==> config.mk <==
export PLATFORM = sky130hd
export DESIGN_NAME = dcs_top
export DESIGN_NICKNAME = d
export VERILOG_FILES = /design/src/hw/dcs_pkg.sv /design/src/hw/dcs_top.sv
export SDC_FILE = /design/constraint.sdc
export NUM_CORES = 1
export LEC_CHECK = 0
export BUFFER_PORTS_ARGS = -buffer_cell sky130_fd_sc_hd__buf_2
export CAP_MARGIN = 10
export CELL_PAD_IN_SITES_DETAIL_PLACEMENT = 0
export CELL_PAD_IN_SITES_GLOBAL_PLACEMENT = 1
export CORE_UTILIZATION = 39
export DETAILED_ROUTE_END_ITERATION = 6
export PLACE_DENSITY = 0.79
export SYNTH_ARGS = -nofsm -noshare
export SYNTH_HDL_FRONTEND = slang
export SYNTH_SLANG_ARGS = --single-unit
==> constraint.sdc <==
create_clock -name REF_CLK_I -period 2.6 [get_ports REF_CLK_I]
set_input_delay 0.39 -clock REF_CLK_I [delete_from_list [all_inputs] [get_ports REF_CLK_I]]
set_output_delay 0.39 -clock REF_CLK_I [all_outputs]
set_load 0.05 [all_outputs]
==> src/hw/dcs_pkg.sv <==
// Package for the drive control source selector and input interpreter
package dcs_pkg;
  // Register byte offsets
  localparam logic [7:0] OFS_CTRL = 8'h00;
  localparam logic [7:0] OFS_CFG = 8'h04;
  localparam logic [7:0] OFS_STATUS = 8'h08;
  localparam logic [7:0] OFS_REMOTE = 8'h0C;
  localparam logic [7:0] OFS_SPEED = 8'h10;

  // Source selector values
  localparam logic [2:0] SRC_TERMINAL = 3'h0;
  localparam logic [2:0] SRC_KEYPAD_A = 3'h1;
  localparam logic [2:0] SRC_KEYPAD_B = 3'h2;
  localparam logic [2:0] SRC_PI = 3'h3;
  localparam logic [2:0] SRC_FIELDBUS = 3'h4;
  localparam logic [2:0] SRC_SLAVE = 3'h5;
  localparam logic [2:0] SRC_BACNET = 3'h6;

  // Speed reference choices reported in status
  localparam logic [2:0] REF_AIN1 = 3'h0;
  localparam logic [2:0] REF_KEYPAD = 3'h1;
  localparam logic [2:0] REF_PI = 3'h2;
  localparam logic [2:0] REF_FIELDBUS = 3'h3;
  localparam logic [2:0] REF_MODBUS = 3'h4;
  localparam logic [2:0] REF_MASTER = 3'h5;
  localparam logic [2:0] REF_BACNET = 3'h6;

  // Terminal macro: how digital inputs 1..4 are read
  localparam logic [2:0] MAC_LATCH_RUN = 3'h0;
  localparam logic [2:0] MAC_LATCH_DIR = 3'h1;
  localparam logic [2:0] MAC_LATCH_FR = 3'h2;
  localparam logic [2:0] MAC_MOM_START = 3'h3;
  localparam logic [2:0] MAC_MOM_DIR = 3'h4;
  localparam logic [2:0] MAC_MOM_PAIR = 3'h5;

  // Reset values
  localparam logic [31:0] CTRL_RST = 32'h0000_0000;
  localparam logic [31:0] CFG_RST = 32'h0000_0000;
  localparam logic [31:0] SPEED_RST = 32'h0000_0000;

  // Field positions in CTRL
  localparam int CTRL_SRC_LSB = 0;
  localparam int CTRL_MAC_LSB = 4;
  localparam int CTRL_AIN1_LSB = 8;
  localparam int CTRL_AIN2_LSB = 12;
  // Field positions in CFG
  localparam int CFG_AUTOSTART = 0;
  localparam int CFG_KP_ENABLE_STARTS = 1;
  localparam int CFG_KP_DI1_START = 2;
  localparam int CFG_FASTSTOP_LSB = 8;
  localparam int CFG_KP_FREQ_LSB = 16;
  // Field positions in REMOTE
  localparam int REM_FB_PRESENT = 0;
  localparam int REM_START = 1;
  localparam int REM_STOP = 2;
  localparam int REM_REV = 3;
  localparam int REM_KP_START = 4;
  localparam int REM_KP_STOP = 5;

  typedef enum logic [2:0] {
    RUN_IDLE = 3'b001,
    RUN_FWD = 3'b010,
    RUN_REV = 3'b100
  } dcs_run_e;

  typedef struct packed {
    logic run;
    logic reverse;
    logic fast_stop;
    logic [2:0] ref_sel;
    logic [15:0] freq;
  } dcs_cmd_s;

  typedef struct packed {
    logic start;
    logic stop;
    logic rev;
  } dcs_remote_s;
endpackage

==> src/hw/dcs_top.sv <==
// Drive control source selector and terminal input interpreter
//
// Function
// [RL1] Source 0: terminals, analog input 1
// [RL2] Source 1/2: keypad start/stop, keypad reference
// [RL3] Option: digital input 1 starts keypad mode
// [RL4] Source 3: terminal enable, PI frequency
// [RL5] Source 4: fieldbus module else Modbus
// [RL6] Source 5: follow master start, stop, frequency
// [RL7] Source 6: BACnet run and reference
// [RL8] Sources 4-6 need digital input 1 closed
// [RL9] Latched stop opens: drive stops
// [RL10] Latched run: runs only while closed
// [RL11] Latched direction inputs pick rotation
// [RL12] Run forward/reverse inputs run while closed
// [RL13] Keypad enable starts or only permits
// [RL14] Remote start accepted only with enable
// [RL15] Momentary start rising edge, stop closed
// [RL16] Both start inputs together start drive
// [RL17] Momentary stop falling edge stops drive
// [RL18] Directional momentary starts on rising edge
// [RL19] Power-on autostart when enable present
// [RL20] Keypad start frequency and start-key need
// [RL21] Analog input format settings per input
// [RL22] Fast-stop pair together uses fast ramp
// [RL23] Inputs synchronised before edge detection
`timescale 1ns/1ps
module dcs_top
  import dcs_pkg::*;
(
  input wire logic REF_CLK_I,
  input wire logic RESETN_I,
  input wire logic HSEL_I,
  input wire logic [31:0] HADDR_I,
  input wire logic [1:0] HTRANS_I,
  input wire logic HWRITE_I,
  input wire logic [2:0] HSIZE_I,
  input wire logic [31:0] HWDATA_I,
  input wire logic HREADY_I,
  input wire logic [3:0] DIG_IN_I,
  input wire logic [15:0] AIN1_REF_I,
  input wire logic [15:0] PI_REF_I,
  input wire logic [15:0] FB_REF_I,
  input wire logic [15:0] MODBUS_REF_I,
  input wire logic [15:0] BACNET_REF_I,
  input wire logic [2:0] BACNET_CMD_I,
  input wire logic MASTER_RUN_I,
  input wire logic MASTER_REV_I,
  input wire logic [15:0] MASTER_FREQ_I,
  output logic [31:0] HRDATA_O,
  output logic HREADYOUT_O,
  output logic HRESP_O,
  output logic RUN_O,
  output logic REVERSE_O,
  output logic FAST_STOP_O,
  output logic [2:0] REF_SEL_O,
  output logic [15:0] FREQ_REF_O,
  output logic [3:0] AIN1_FORMAT_O,
  output logic [3:0] AIN2_FORMAT_O,
  output logic [7:0] FAST_STOP_RAMP_O
);

  function automatic logic rise(input logic now, input logic prev);
    rise = now & ~prev;
  endfunction

  function automatic logic fall(input logic now, input logic prev);
    fall = ~now & prev;
  endfunction

  logic [31:0] ctrl_q;
  logic [31:0] cfg_q;
  logic [31:0] remote_q;
  logic [15:0] kp_speed_q;
  logic wr_pend_q;
  logic [7:0] wr_addr_q;
  logic [3:0] sync1_q;
  logic [3:0] sync2_q;
  logic [3:0] prev_q;
  logic [2:0] rem_prev_q;
  logic kp_start_prev_q;
  logic kp_stop_prev_q;
  logic boot_q;
  dcs_run_e run_q;
  dcs_run_e run_d;
  dcs_cmd_s cmd_d;
  logic fast_stop_q;

  logic [2:0] src;
  logic [2:0] mac;
  logic keypad_mode;
  logic remote_mode;
  logic di1;
  logic di2;
  logic di3;
  logic di4;
  dcs_remote_s rem;
  logic kp_start_ev;
  logic kp_stop_ev;
  logic addr_ok;
  logic fast_stop_d;

  assign src = ctrl_q[CTRL_SRC_LSB +: 3];
  assign mac = ctrl_q[CTRL_MAC_LSB +: 3];
  assign keypad_mode = (src == SRC_KEYPAD_A) || (src == SRC_KEYPAD_B);
  assign remote_mode = (src == SRC_FIELDBUS) || (src == SRC_SLAVE) || (src == SRC_BACNET);
  assign di1 = sync2_q[0];
  assign di2 = sync2_q[1];
  assign di3 = sync2_q[2];
  assign di4 = sync2_q[3];
  assign kp_start_ev = rise(remote_q[REM_KP_START], kp_start_prev_q);
  assign kp_stop_ev = rise(remote_q[REM_KP_STOP], kp_stop_prev_q);

  // AHB-Lite slave: zero wait states, always OKAY
  assign addr_ok = HSEL_I && HREADY_I && HTRANS_I[1];

  always_ff @(posedge REF_CLK_I or negedge RESETN_I)
  begin
    if (!RESETN_I)
    begin
      wr_pend_q <= 1'b0;
      wr_addr_q <= 8'h00;
    end
    else if (HREADY_I)
    begin
      wr_pend_q <= addr_ok && HWRITE_I;
      wr_addr_q <= HADDR_I[7:0];
    end
  end

  always_ff @(posedge REF_CLK_I or negedge RESETN_I)
  begin
    if (!RESETN_I)
    begin
      ctrl_q <= CTRL_RST;
      cfg_q <= CFG_RST;
      remote_q <= 32'h0000_0000;
      kp_speed_q <= SPEED_RST[15:0];
    end
    else if (wr_pend_q)
    begin
      if (wr_addr_q == OFS_CTRL)
      begin
        ctrl_q <= HWDATA_I & 32'h0000_FF77;
      end
      else if (wr_addr_q == OFS_CFG)
      begin
        cfg_q <= HWDATA_I & 32'hFFFF_FF07;
      end
      else if (wr_addr_q == OFS_REMOTE)
      begin
        remote_q <= HWDATA_I & 32'h0000_003F;
      end
      else if (wr_addr_q == OFS_SPEED)
      begin
        kp_speed_q <= HWDATA_I[15:0];
      end
    end
  end

  always_ff @(posedge REF_CLK_I or negedge RESETN_I)
  begin
    if (!RESETN_I)
    begin
      HRDATA_O <= 32'h0000_0000;
    end
    else if (addr_ok && !HWRITE_I)
    begin
      if (HADDR_I[7:0] == OFS_CTRL)
      begin
        HRDATA_O <= ctrl_q;
      end
      else if (HADDR_I[7:0] == OFS_CFG)
      begin
        HRDATA_O <= cfg_q;
      end
      else if (HADDR_I[7:0] == OFS_STATUS)
      begin
        HRDATA_O <= {FREQ_REF_O, 4'h0, di4, di3, di2, di1, 1'b0, REF_SEL_O,
                     1'b0, FAST_STOP_O, REVERSE_O, RUN_O};
      end
      else if (HADDR_I[7:0] == OFS_REMOTE)
      begin
        HRDATA_O <= remote_q;
      end
      else if (HADDR_I[7:0] == OFS_SPEED)
      begin
        HRDATA_O <= {16'h0000, kp_speed_q};
      end
      else
      begin
        HRDATA_O <= 32'h0000_0000;
      end
    end
  end

  always_ff @(posedge REF_CLK_I or negedge RESETN_I)
  begin
    if (!RESETN_I)
    begin
      HREADYOUT_O <= 1'b0;
      HRESP_O <= 1'b0;
    end
    else
    begin
      HREADYOUT_O <= 1'b1;
      HRESP_O <= 1'b0;
    end
  end

  // [RL23] Two-stage input sync
  always_ff @(posedge REF_CLK_I or negedge RESETN_I)
  begin
    if (!RESETN_I)
    begin
      sync1_q <= 4'h0;
      sync2_q <= 4'h0;
      prev_q <= 4'h0;
    end
    else
    begin
      sync1_q <= DIG_IN_I;
      sync2_q <= sync1_q;
      prev_q <= sync2_q;
    end
  end

  always_ff @(posedge REF_CLK_I or negedge RESETN_I)
  begin
    if (!RESETN_I)
    begin
      rem_prev_q <= 3'h0;
      kp_start_prev_q <= 1'b0;
      kp_stop_prev_q <= 1'b0;
    end
    else
    begin
      rem_prev_q <= {rem.rev, rem.stop, rem.start};
      kp_start_prev_q <= remote_q[REM_KP_START];
      kp_stop_prev_q <= remote_q[REM_KP_STOP];
    end
  end

  // Remote command source mux
  always_comb
  begin
    rem.start = 1'b0;
    rem.stop = 1'b0;
    rem.rev = 1'b0;
    if (src == SRC_FIELDBUS)
    begin
      rem.start = remote_q[REM_START];
      rem.stop = remote_q[REM_STOP];
      rem.rev = remote_q[REM_REV];
    end
    else if (src == SRC_SLAVE)
    begin
      rem.start = MASTER_RUN_I;
      rem.stop = ~MASTER_RUN_I;
      rem.rev = MASTER_REV_I;
    end
    else if (src == SRC_BACNET)
    begin
      rem.start = BACNET_CMD_I[0];
      rem.stop = BACNET_CMD_I[1];
      rem.rev = BACNET_CMD_I[2];
    end
  end

  // Power-on start armed until the first run or enable opening; config resets
  // to zero, so a one-cycle window could never see the option set
  always_ff @(posedge REF_CLK_I or negedge RESETN_I)
  begin
    if (!RESETN_I)
    begin
      boot_q <= 1'b1;
    end
    else if ((run_q != RUN_IDLE) || fall(di1, prev_q[0]))
    begin
      boot_q <= 1'b0;
    end
  end

  always_comb
  begin
    run_d = run_q;
    fast_stop_d = 1'b0;
    if (keypad_mode)
    begin
      // [RL19] Power-on autostart
      if (boot_q && cfg_q[CFG_AUTOSTART] && di1)
      begin
        run_d = RUN_FWD;
      end
      // [RL13] [RL20] Enable starts or permits
      if (cfg_q[CFG_KP_ENABLE_STARTS] && rise(di1, prev_q[0]))
      begin
        run_d = RUN_FWD;
      end
      // [RL3] Start from digital input 1
      if (cfg_q[CFG_KP_DI1_START] && rise(di1, prev_q[0]))
      begin
        run_d = RUN_FWD;
      end
      // [RL2] Keypad buttons
      if (kp_start_ev && di1)
      begin
        run_d = RUN_FWD;
      end
      if (kp_stop_ev || !di1)
      begin
        run_d = RUN_IDLE;
      end
    end
    else if (remote_mode)
    begin
      // [RL14] Start only with enable
      if (di1 && rise(rem.start, rem_prev_q[0]))
      begin
        run_d = rem.rev ? RUN_REV : RUN_FWD;
      end
      if (run_q != RUN_IDLE)
      begin
        run_d = rem.rev ? RUN_REV : RUN_FWD;
      end
      if (rem.stop)
      begin
        run_d = RUN_IDLE;
      end
      // [RL8] Digital input 1 gates running
      if (!di1)
      begin
        run_d = RUN_IDLE;
      end
    end
    else
    begin
      case (mac)
        MAC_LATCH_RUN:
        begin
          // [RL10] [RL9] Run while closed
          run_d = di1 ? RUN_FWD : RUN_IDLE;
        end
        MAC_LATCH_DIR:
        begin
          // [RL11] Direction selects rotation
          run_d = !di1 ? RUN_IDLE : (di2 ? RUN_REV : RUN_FWD);
        end
        MAC_LATCH_FR:
        begin
          // [RL12] Forward wins if both closed
          run_d = di1 ? RUN_FWD : (di2 ? RUN_REV : RUN_IDLE);
        end
        MAC_MOM_START:
        begin
          // [RL15] Rising edge with stop closed
          if (rise(di1, prev_q[0]) && di2)
          begin
            run_d = RUN_FWD;
          end
          // [RL17] Stop on falling edge
          if (fall(di2, prev_q[1]))
          begin
            run_d = RUN_IDLE;
          end
        end
        MAC_MOM_DIR:
        begin
          // [RL18] Directional momentary start
          if (rise(di1, prev_q[0]) && di2)
          begin
            run_d = RUN_FWD;
          end
          else if (rise(di3, prev_q[2]) && di2)
          begin
            run_d = RUN_REV;
          end
          if (fall(di2, prev_q[1]))
          begin
            run_d = RUN_IDLE;
          end
        end
        MAC_MOM_PAIR:
        begin
          // [RL16] Both start inputs together
          if (di1 && di3 && !(prev_q[0] && prev_q[2]) && di2)
          begin
            run_d = RUN_FWD;
          end
          if (fall(di2, prev_q[1]))
          begin
            run_d = RUN_IDLE;
          end
          // [RL22] Fast-stop pair together
          if (di2 == 1'b0 && di4 == 1'b0 && (prev_q[1] || prev_q[3]))
          begin
            run_d = RUN_IDLE;
            fast_stop_d = 1'b1;
          end
        end
        default:
        begin
          run_d = RUN_IDLE;
        end
      endcase
    end
  end

  // Reference selection per source
  always_comb
  begin
    cmd_d.ref_sel = REF_AIN1;
    cmd_d.freq = AIN1_REF_I;
    // [RL1] Terminal source
    if (src == SRC_TERMINAL)
    begin
      cmd_d.ref_sel = REF_AIN1;
      cmd_d.freq = AIN1_REF_I;
    end
    // [RL2] [RL20] Keypad reference
    else if (keypad_mode)
    begin
      cmd_d.ref_sel = REF_KEYPAD;
      cmd_d.freq = (run_q == RUN_IDLE) ? cfg_q[CFG_KP_FREQ_LSB +: 16] : kp_speed_q;
    end
    // [RL4] PI output
    else if (src == SRC_PI)
    begin
      cmd_d.ref_sel = REF_PI;
      cmd_d.freq = PI_REF_I;
    end
    // [RL5] Module or Modbus
    else if (src == SRC_FIELDBUS)
    begin
      cmd_d.ref_sel = remote_q[REM_FB_PRESENT] ? REF_FIELDBUS : REF_MODBUS;
      cmd_d.freq = remote_q[REM_FB_PRESENT] ? FB_REF_I : MODBUS_REF_I;
    end
    // [RL6] Follow master
    else if (src == SRC_SLAVE)
    begin
      cmd_d.ref_sel = REF_MASTER;
      cmd_d.freq = MASTER_FREQ_I;
    end
    // [RL7] BACnet
    else if (src == SRC_BACNET)
    begin
      cmd_d.ref_sel = REF_BACNET;
      cmd_d.freq = BACNET_REF_I;
    end
    cmd_d.run = (run_d != RUN_IDLE);
    cmd_d.reverse = (run_d == RUN_REV);
    cmd_d.fast_stop = fast_stop_d;
  end

  always_ff @(posedge REF_CLK_I or negedge RESETN_I)
  begin
    if (!RESETN_I)
    begin
      run_q <= RUN_IDLE;
      fast_stop_q <= 1'b0;
    end
    else
    begin
      run_q <= run_d;
      fast_stop_q <= cmd_d.fast_stop;
    end
  end

  always_ff @(posedge REF_CLK_I or negedge RESETN_I)
  begin
    if (!RESETN_I)
    begin
      RUN_O <= 1'b0;
      REVERSE_O <= 1'b0;
      FAST_STOP_O <= 1'b0;
      REF_SEL_O <= REF_AIN1;
      FREQ_REF_O <= 16'h0000;
      AIN1_FORMAT_O <= 4'h0;
      AIN2_FORMAT_O <= 4'h0;
      FAST_STOP_RAMP_O <= 8'h00;
    end
    else
    begin
      RUN_O <= cmd_d.run;
      REVERSE_O <= cmd_d.reverse;
      FAST_STOP_O <= cmd_d.fast_stop | fast_stop_q;
      REF_SEL_O <= cmd_d.ref_sel;
      FREQ_REF_O <= cmd_d.freq;
      // [RL21] Analog format fields
      AIN1_FORMAT_O <= ctrl_q[CTRL_AIN1_LSB +: 4];
      AIN2_FORMAT_O <= ctrl_q[CTRL_AIN2_LSB +: 4];
      FAST_STOP_RAMP_O <= cfg_q[CFG_FASTSTOP_LSB +: 8];
    end
  end

endmodule

==> results.json, run 1 <==
{
  "floorplan.die.height_um": 142,
  "path_cells": "or4_1 > or3_4 > nor4b_4 > buf_12 > mux2_1",
  "postSynthRegisterBits": 163,
  "maxClockFrequency_ghz": 0.430,
  "routed_via_density": 5.26,
  "critical-path-max-stage-delay_ps": 520,
  "cts_htree_levels": 4,
  "critical_path_required_ps": 2910,
  "maxCapViolCount": 0,
  "clock_sinks": 163,
  "grt_setup_unrepaired": "false",
  "place.gp.congestion": 0.899,
  "ys.flop_type": "dfrtp_1",
  "buffer_ports.inserted": 221,
  "cp_data_arrival_time_ps": 2640,
  "hold_class": "input pin to flip-flop",
  "post_synth_instance_area_sq_um": 7610,
  "synthDistinctLibCells": 55,
  "tritoncts": "done",
  "cts.path.max_buffers": 2,
  "grt_pass1_wl_mm": 34.4,
  "synth-seq-area-share": 0.536,
  "cts-hold-fix-buffers": 1,
  "postSynth.asyncResetShare": 1.00,
  "antenna_found_initial": 0,
  "cellLeakagePower_nw": 4.76,
  "die_w_um": 142,
  "cts.repair.resized": 0,
  "synthDominantAreaCellType": "dfrtp_1",
  "slew_viol_final": 0,
  "vias_after_detailed_routing": 6121,
  "dieArea_sq_um": 20100,
  "antenna_left": 0,
  "tns_ps": 0,
  "post_synth_main_area_contributors": "dfrtp_1 53%, mux2_2 12%, o21ai_0 4.1%, nand2_1 3.5%, mux2i_1 2.9%",
  "grt_pass1_vias": 6038,
  "worst-path-buf-inv": 1,
  "run_status": "complete, but fails checks",
  "timing.critical_path.fanout_max": 24,
  "max_slew.worst_pin.slew_ps": 750,
  "postLayoutCoreUtil": 0.511,
  "ios": 251,
  "synth.most_common_cell": "dfrtp_1",
  "violations": "design-rule violations",
  "finalWorstPathRequiredPeriod_ps": 2320,
  "cts_setup_buffers": 0,
  "clock_tree.root_cell": "clkbuf_16",
  "critical-path-top-delay-family": "simple AND/OR/NAND/NOR gates",
  "layout-drive-gt1-share": 0.414,
  "detail_route.iter0.violations": 466,
  "grt_max_degree": 49,
  "timing.critical_path.to_type": "flip-flop",
  "clock_insertion_delay_worst_skew_ps": 430,
  "grt.overflow.total": 0,
  "drcViolationCount": 12,
  "synth_edf_count": 0,
  "synthesis.yosys.warnings": 0,
  "fp-row-count": 50,
  "grt_util_all_layers": 0.228,
  "areaGrowthSynthToFinish_pct": 26.8,
  "n_antenna_cell": 0,
  "finalSetupViolCount": 0,
  "numCtsBuffers": 17,
  "place.detailed.hpwl_mm": 16.7,
  "ff2ff_setup_slack_ps": 280,
  "cp_slowest_cell": "or4_1",
  "synth_largest_type_area_fraction": 0.529,
  "ys_top_cells_by_count": "161 x dfrtp_1, 81 x mux2_2, 71 x nand2_1, 63 x o21ai_0, 37 x clkbuf_1",
  "synthesis.nets": 855,
  "drt_pass1_iterations": 7,
  "post_drt_wl_per_cell_um": 19.1,
  "nNetsFinal": 1071,
  "final_cycle_utilization_of_the_critical_path": 0.894,
  "floorplan.initialDensity": 0.403,
  "final_hold_viol_count": 0,
  "ir_drop_v": 0.000491,
  "total_power_density_per_cell_area_nw_per_um2": 662,
  "path_clk_slew_ps": 70,
  "wirelength_mm": 22.3,
  "crit_type": "flip-flop to flip-flop",
  "maxSlewHeadroom": 0.500,
  "critPathLaunchType": "flip-flop",
  "clock-skew-final_ps": 15.8,
  "design.core.area_sq_um": 18900,
  "synth.avg_cell_area_sq_um": 11.3,
  "post_synth_inst_count": 676
}
-- kinds of logic (layout without fill, tap and decap cells) --
logic type	Yosys count	after routing	share of synthesized area
AOI/OAI and AO/OA	193	193	0.170
buffers and inverters	66	294	0.0376
DFF	163	163	0.536
muxes	106	106	0.153
other	2	2	0.000987
and+or+nand+nor	146	146	0.102
-- cells in the final DEF (no fill, tap or decap), types with 20 or more instances in the layout --
cell type	n
mux2_2	81
o21ai_0	63
dfrtp_1	161
buf_2	220
buf_4	23
nand2_1	71
a22o_1	20
mux2i_1	22
a21oi_1	21
-- worst paths after layout --
path | to | cells past startpoint | start
max in group asynchronous | AIN2_FORMAT_O[2]$_DFF_PN0_ | 3 | RESETN_I
max reg2reg | cfg_q[31]$_DFFE_PN0P_ | 5 | wr_addr_q[1]$_DFFE_PN0P_
max | cfg_q[31]$_DFFE_PN0P_ | 5 | wr_addr_q[1]$_DFFE_PN0P_
min reg2reg | sync2_q[1]$_DFF_PN0_ | 0 | sync1_q[1]$_DFF_PN0_
min | sync1_q[2]$_DFF_PN0_ | 1 | DIG_IN_I[2]
min in group asynchronous | sync1_q[2]$_DFF_PN0_ | 2 | RESETN_I
-- flip-flops by register name, indices dropped and copies added (netlist names), 6 cells and up --
| signal | flops |
|---|---|
| FREQ_REF_O | 16 |
| wr_addr_q | 8 |
| remote_q | 6 |
| ctrl_q | 14 |
| HRDATA_O | 32 |
| FAST_STOP_RAMP_O | 8 |
| cfg_q | 27 |
| kp_speed_q | 16 |
-- metrics by stage --
stage          power [mW]  hold slack [ps]  setup WS [ps]  area [sq um]  instances
2_1_floorplan        3.57             94.4            242          7610        676
3_3_place_gp         4.00              331            200          9080       1132
3_5_place_dp         4.02              337            177          9080       1132
4_1_cts              6.43             55.3            264          9650       1164
5_1_grt              6.64             50.4            198          9650       1164
6_report             6.39             70.7            275          9650       1164
-- per-layer routing --
metal | wire length, um | global-route usage | share of wire | vias to the layer above
li1 | - | - | - | 2929
met1 | 10400 | 0.313 | 0.47 | 2963
met2 | 10400 | 0.360 | 0.47 | 190
met3 | 994 | 0.0472 | 0.045 | 39
met4 | 515 | 0.0736 | 0.023 | 0
met5 | 0 | 0 | 0 | -
-- final cells by class --
class,count,area (sq um)
sequential,163,4080
fill,1789,9240
clock buffer,19,443
multi-input combinational,447,3250
inverter,14,52.6
clock inverter,12,124
timing repair buffer,249,1380
tap,260,325
-- power by group --
group | switching (mW) | internal, mW
sequential | 0.149 | 2.70
clock | 1.06 | 1.36
combinational | 0.734 | 0.389
total | 1.95 | 4.45
(Power assumes the default switching activity.)
==> run 2: changes to the inputs <==
--- a/config.mk
+++ b/config.mk
@@ -12,6 +12,7 @@
 export CORE_UTILIZATION = 39
 export DETAILED_ROUTE_END_ITERATION = 6
 export PLACE_DENSITY = 0.79
+export SETUP_SLACK_MARGIN = 0.5
 export SYNTH_ARGS = -nofsm -noshare
 export SYNTH_HDL_FRONTEND = slang
 export SYNTH_SLANG_ARGS = --single-unit
==> run 2 against run 1 <==
  * The flow now finishes without violations
  * Total power grew 4.6%
  * Worst hold slack lost 1.8 ps
  * Register-to-register slack is essentially flat
  * Sequential power is essentially flat
  * Via count grew 0.82%
  * Flip-flop and latch count is the same
  * Clock power grew 11%
  * Critical path depth grew 1
  * Clock skew shrank 11 ps
  * Core utilization grew 1.6 points
  * Largest cell class unchanged
  * Largest power group unchanged
==> results.json, run 2 (synthesized netlist as in run 1, its figures left out) <==
{
  "finalSetupViolCount": 0,
  "buffer_ports.inserted": 221,
  "drcViolationCount": 0,
  "fill_cells": 1733,
  "slew_viol_final": 0,
  "maxSlewHeadroom": 0.604,
  "run_status": "complete, no violations",
  "nNetsFinal": 1080,
  "tritoncts": "done",
  "grt_util_all_layers": 0.224,
  "numCtsBuffers": 17,
  "critPathLaunchType": "flip-flop",
  "grt_max_degree": 59,
  "cp_data_arrival_time_ps": 2620,
  "dieArea_sq_um": 20100,
  "cp_slowest_cell": "or4_1",
  "placed_cells_incl_taps": 1128,
  "critical-path-top-delay-family": "simple AND/OR/NAND/NOR gates",
  "path_cells": "or4_1 > or3_4 > buf_4 > nor3_4 > nand2_4 > mux2_4",
  "register_area_sq_um": 4090,
  "clock_sinks": 163,
  "max_slew.worst_pin.slew_ps": 594,
  "grt_pass1_vias": 6026,
  "reg_top3": "HRDATA_O (32), cfg_q (27)",
  "timing.critical_path.fanout_max": 8,
  "tns_ps": 0,
  "power.switching_mw": 1.93,
  "clock_tree.root_cell": "clkbuf_16",
  "grt.overflow.total": 0,
  "cts_htree_levels": 4,
  "floorplan.die.height_um": 142,
  "multi_input_gate_area_in_the_final_layout_sq_um": 3390,
  "grt_pass1_wl_mm": 33.9,
  "die_w_um": 142,
  "critical_path_required_ps": 2910,
  "place.gp.congestion": 0.810,
  "registers.top_by_ff_count": "HRDATA_O",
  "place.detailed.hpwl_mm": 16.0,
  "p_clk_frac": 0.403,
  "antenna_left": 0,
  "ios": 251,
  "total_power_density_per_cell_area_nw_per_um2": 672,
  "critical-path-max-stage-delay_ps": 520,
  "antenna_found_initial": 1,
  "clock-skew-final_ps": 4.61,
  "power_switching_share": 0.289,
  "timing.critical_path.to_type": "flip-flop",
  "maxCapViolCount": 0,
  "cts.path.max_buffers": 2,
  "final_hold_viol_count": 0,
  "layout_common_cells": "220 x buf_2, 157 x dfrtp_1, 66 x mux2_2, 65 x nand2_1, 44 x o21ai_0",
  "crit_type": "flip-flop to flip-flop",
  "grt_setup_unrepaired": "true",
  "wirelength_mm": 22.0,
  "layout-drive-gt1-share": 0.440,
  "detail_route.iter0.violations": 347,
  "dpl_worst_slack_ps": 180,
  "max_ffs_per_register": 32,
  "sequentialPowerShare": 0.427,
  "timing.final.ws_setup_ps": 285,
  "routed_via_density": 5.25,
  "final_cycle_utilization_of_the_critical_path": 0.890,
  "cellLeakagePower_nw": 4.91,
  "areaGrowthSynthToFinish_pct": 30.7,
  "hold_class": "input pin to flip-flop",
  "power.internal_mw": 4.75,
  "finalWorstPathRequiredPeriod_ps": 2310,
  "finalNonFillerCells": 1175,
  "ir_drop_v": 0.000441,
  "drt_pass1_iterations": 5,
  "clock_insertion_delay_worst_skew_ps": 420,
  "post_drt_wl_per_cell_um": 18.7,
  "design.core.area_sq_um": 18900,
  "vias_after_detailed_routing": 6171,
  "path_clk_slew_ps": 60,
  "layout.cells.most_common": "buf_2",
  "fp-row-count": 50,
  "maxClockFrequency_ghz": 0.432,
  "floorplan.initialDensity": 0.403,
  "combinationalPowerShare": 0.170,
  "worst-path-buf-inv": 1
}
run 2: changes by cell type in the layout (fill, tap and decap cells not counted), sizes merged:
cell / delta
buf: +8
clkbuf: -1
diode: +1
clkinv: +2
bufinv: +3
inv: -1
clkinvlp: -2
nand2: +1
run 2: path summary, 6_finish.rpt:
path	slack [ps]	from	to	cells past startpoint
hold / removal	70	DIG_IN_I[1]	sync1_q[1]$_DFF_PN0_	1
setup / recovery	290	wr_addr_q[1]$_DFFE_PN0P_	kp_speed_q[1]$_DFFE_PN0P_	6
max in group asynchronous	1330	RESETN_I	FAST_STOP_RAMP_O[3]$_DFF_PN0_	3
min in group asynchronous	500	RESETN_I	sync1_q[1]$_DFF_PN0_	2
hold reg to reg	350	sync1_q[3]$_DFF_PN0_	sync2_q[3]$_DFF_PN0_	0
setup reg to reg	290	wr_addr_q[1]$_DFFE_PN0P_	kp_speed_q[1]$_DFFE_PN0P_	6
run 2: through the flow:
| stage | power [mW] | instance area, sq um | hold WS [ps] | utilization |
|---|---|---|---|---|
| CTS | 6.72 | 9800 | 49.8 | 0.519 |
| global route | 6.95 | 9950 | 45.3 | 0.527 |
| detailed placement | 4.02 | 9070 | 337 | 0.480 |
| global placement | 4.01 | 9070 | 332 | 0.480 |
| floorplan | 3.57 | 7680 | 94.4 | - |
| finish | 6.69 | 9950 | 68.9 | 0.527 |
run 2: power groups by stage:
stage	Sequential, mW	Combinational, mW	Clock [mW]
global placement	2.90	1.11	0
global route	2.87	1.22	2.85
detailed placement	2.90	1.12	0
finish	2.86	1.14	2.69
CTS	2.86	1.12	2.74
floorplan	3.14	0.433	0
run 2: metal layers:
layer	track usage	wire length [um]	part of all wire
met1	0.301	9840	0.45
met2	0.359	10600	0.48
met3	0.0483	1090	0.050
met4	0.0764	446	0.020
met5	0	0	0
run 2: what timing repair did:
action / in CTS / in global routing
buffers inserted: 2 / 9
endpoints found under the hold margin: 53 / 0
endpoints found under the setup margin: 77 / 78
resized for setup: 14 / 26
hold buffers: 1 / 0
cloned: 2 / 0
pin swaps: 1 / 5
run 2: layout make-up:
type                            instances  area share
Antenna cell                            1    0.000252
Clock buffer                           18      0.0441
Clock inverter                         14      0.0202
Inverter                               14     0.00528
Multi-Input combinational cell        448       0.341
Sequential cell                       163       0.411
Tap cell                              260      0.0327
Timing Repair Buffer                  257       0.146
==> run 3: changes to the inputs <==
==> constraint.sdc (replaced) <==
create_clock -name REF_CLK_I -period 2.6 [get_ports REF_CLK_I]
set_input_delay 0.26 -clock REF_CLK_I [delete_from_list [all_inputs] [get_ports REF_CLK_I]]
set_output_delay 0.26 -clock REF_CLK_I [all_outputs]
set_load 0.05 [all_outputs]
==> run 3 against run 2 <==
  * Worst hold slack worse by 12 ps
  * Routed wire length up 0.63%
  * Worst setup slack worse by 18 ps
  * First-iteration DRC count up 5.5%
  * Clock power down 11%
  * Cell count up 0.34%
  * Count of clock-buffer cells in the layout up 1
  * Clock skew up 9.0 ps
  * Combinational power about the same
  * Largest power group unchanged
==> results.json, run 3 (synthesized netlist as in run 1, its figures left out) <==
{
  "run_status": "complete, no violations",
  "grt_pass1_wl_mm": 33.5,
  "final_hold_viol_count": 0,
  "n_antenna_cell": 0,
  "grt_util_all_layers": 0.222,
  "critPathLaunchType": "flip-flop",
  "path_clk_slew_ps": 60,
  "tritoncts": "done",
  "worst_r2r_startpoint": "wr_addr_q[1]$_DFFE_PN0P_",
  "die_w_um": 142,
  "clock_insertion_delay_worst_skew_ps": 430,
  "final_cycle_utilization_of_the_critical_path": 0.897,
  "timing.critical_path.to_type": "flip-flop",
  "clock-skew-final_ps": 13.6,
  "layout.cells.most_common": "buf_2",
  "hp-start": "HWDATA_I[17]",
  "floorplan.die.height_um": 142,
  "layout-drive-gt1-share": 0.431,
  "place.gp.congestion": 0.809,
  "dieArea_sq_um": 20100,
  "max_slew.worst_pin.slew_ps": 669,
  "detail_route.iter0.violations": 366,
  "antenna_found_initial": 0,
  "drt_pass1_iterations": 6,
  "finalSetupViolCount": 0,
  "ff2ff_setup_slack_ps": 270,
  "drcViolationCount": 0,
  "maxCapViolCount": 0,
  "grt_max_degree": 72,
  "numCtsBuffers": 17,
  "grt_setup_unrepaired": "true",
  "maxSlewHeadroom": 0.554,
  "worst_r2r_endpoint": "ctrl_q[15]$_DFFE_PN0P_",
  "antenna_left": 0,
  "hold_class": "input pin to flip-flop",
  "layout_common_cells": "221 x buf_2, 156 x dfrtp_1, 69 x nand2_1, 65 x mux2_2, 63 x o21ai_0",
  "reg_top3": "HRDATA_O (32), cfg_q (27)",
  "end_point_of_the_worst_hold_path": "cfg_q[17]$_DFFE_PN0P_",
  "total_power_density_per_cell_area_nw_per_um2": 649,
  "clock_tree.root_cell": "clkbuf_16",
  "post_drt_wl_per_cell_um": 18.7,
  "grt.overflow.total": 0,
  "critical_path_required_ps": 2910,
  "ir_drop_v": 0.000447,
  "routed_via_density": 5.23,
  "tns_ps": 0,
  "finalWorstPathRequiredPeriod_ps": 2330,
  "nNetsFinal": 1085,
  "ios": 251,
  "areaGrowthSynthToFinish_pct": 29.5,
  "crit_type": "flip-flop to flip-flop",
  "clock_sinks": 163,
  "place.detailed.hpwl_mm": 16.2,
  "wirelength_mm": 22.1,
  "cts_htree_levels": 4,
  "whs_path_depth": 2,
  "grt_pass1_vias": 5923,
  "cp_data_arrival_time_ps": 2640,
  "registers.top_by_ff_count": "HRDATA_O",
  "hold_slack_ps": 56.7,
  "design.core.area_sq_um": 18900,
  "max_ffs_per_register": 32,
  "vias_after_detailed_routing": 6167,
  "cts.path.max_buffers": 2,
  "multi_input_gate_area_in_the_final_layout_sq_um": 3350,
  "ff2ff_path_depth": 6,
  "maxClockFrequency_ghz": 0.429,
  "timing.critical_path.fanout_max": 7,
  "buffer_ports.inserted": 221,
  "floorplan.initialDensity": 0.403,
  "fp-row-count": 50,
  "cellLeakagePower_nw": 4.87,
  "fill_cells": 1704,
  "slew_viol_final": 0,
  "register_area_sq_um": 4090
}
## run 3: metrics by stage
step	instances	worst slack, ps	util	total power, mW	cell area, sq um
6_report	1179	267	0.522	6.40	9860
3_3_place_gp	1131	280	0.480	4.01	9070
5_1_grt	1179	216	0.522	6.66	9860
4_1_cts	1170	298	0.516	6.43	9750
3_5_place_dp	1131	245	0.480	4.02	9070
2_1_floorplan	676	242	-	3.57	7660
## run 3: worst max path at each step
stage                                        start  cells past startpoint  slack, ps                endpoint
after global placement    wr_addr_q[1]$_DFFE_PN0P_                      5        280   cfg_q[24]$_DFFE_PN0P_
after floorplan           wr_addr_q[1]$_DFFE_PN0P_                      5        240    cfg_q[0]$_DFFE_PN0P_
final                     wr_addr_q[1]$_DFFE_PN0P_                      6        270  ctrl_q[15]$_DFFE_PN0P_
after CTS                 wr_addr_q[1]$_DFFE_PN0P_                      5        300   cfg_q[27]$_DFFE_PN0P_
after global routing      wr_addr_q[1]$_DFFE_PN0P_                      6        220  ctrl_q[15]$_DFFE_PN0P_
after detailed placement  wr_addr_q[1]$_DFFE_PN0P_                      5        250   cfg_q[27]$_DFFE_PN0P_
## run 3: routing by layer
| layer | vias to the layer above | GRT usage | wire length (um) |
|---|---|---|---|
| met5 | - | 0 | 0 |
| met4 | 0 | 0.0617 | 299 |
| met3 | 14 | 0.0381 | 910 |
| met2 | 196 | 0.359 | 10800 |
| met1 | 3001 | 0.306 | 10000 |
| li1 | 2956 | - | - |
## run 3: worst max-delay path, cell delays in order, from the launching register on
cell and delay, ps:
dfrtp_1 370, or4_1 520, or3_4 380, buf_4 160
nor4_4 230, buf_6 210, mux2_2 340
## run 3: final cells by class
cell class | instances | share of cell area
Inverter | 14 | 0.00533
Clock buffer | 19 | 0.0449
Timing Repair Buffer | 263 | 0.150
Multi-Input combinational cell | 447 | 0.340
Clock inverter | 13 | 0.0126
Tap cell | 260 | 0.0330
Sequential cell | 163 | 0.415
## run 3: where the power goes
| group | total, mW | internal, mW | switching, mW |
|---|---|---|---|
| Sequential | 2.85 | 2.70 | 0.144 |
| Clock | 2.40 | 1.36 | 1.04 |
| Combinational | 1.15 | 0.408 | 0.745 |
| Total | 6.40 | 4.47 | 1.93 |
## run 3: repair_timing
action                                  4_1_cts  5_1_grt
endpoints found under the hold margin        71        0
buffers inserted                              2        8
gates resized for setup                      14       13
pin swaps                                     1        2
cloned                                        0        1
hold buffers                                  5        0
endpoints found under the setup margin       78       79
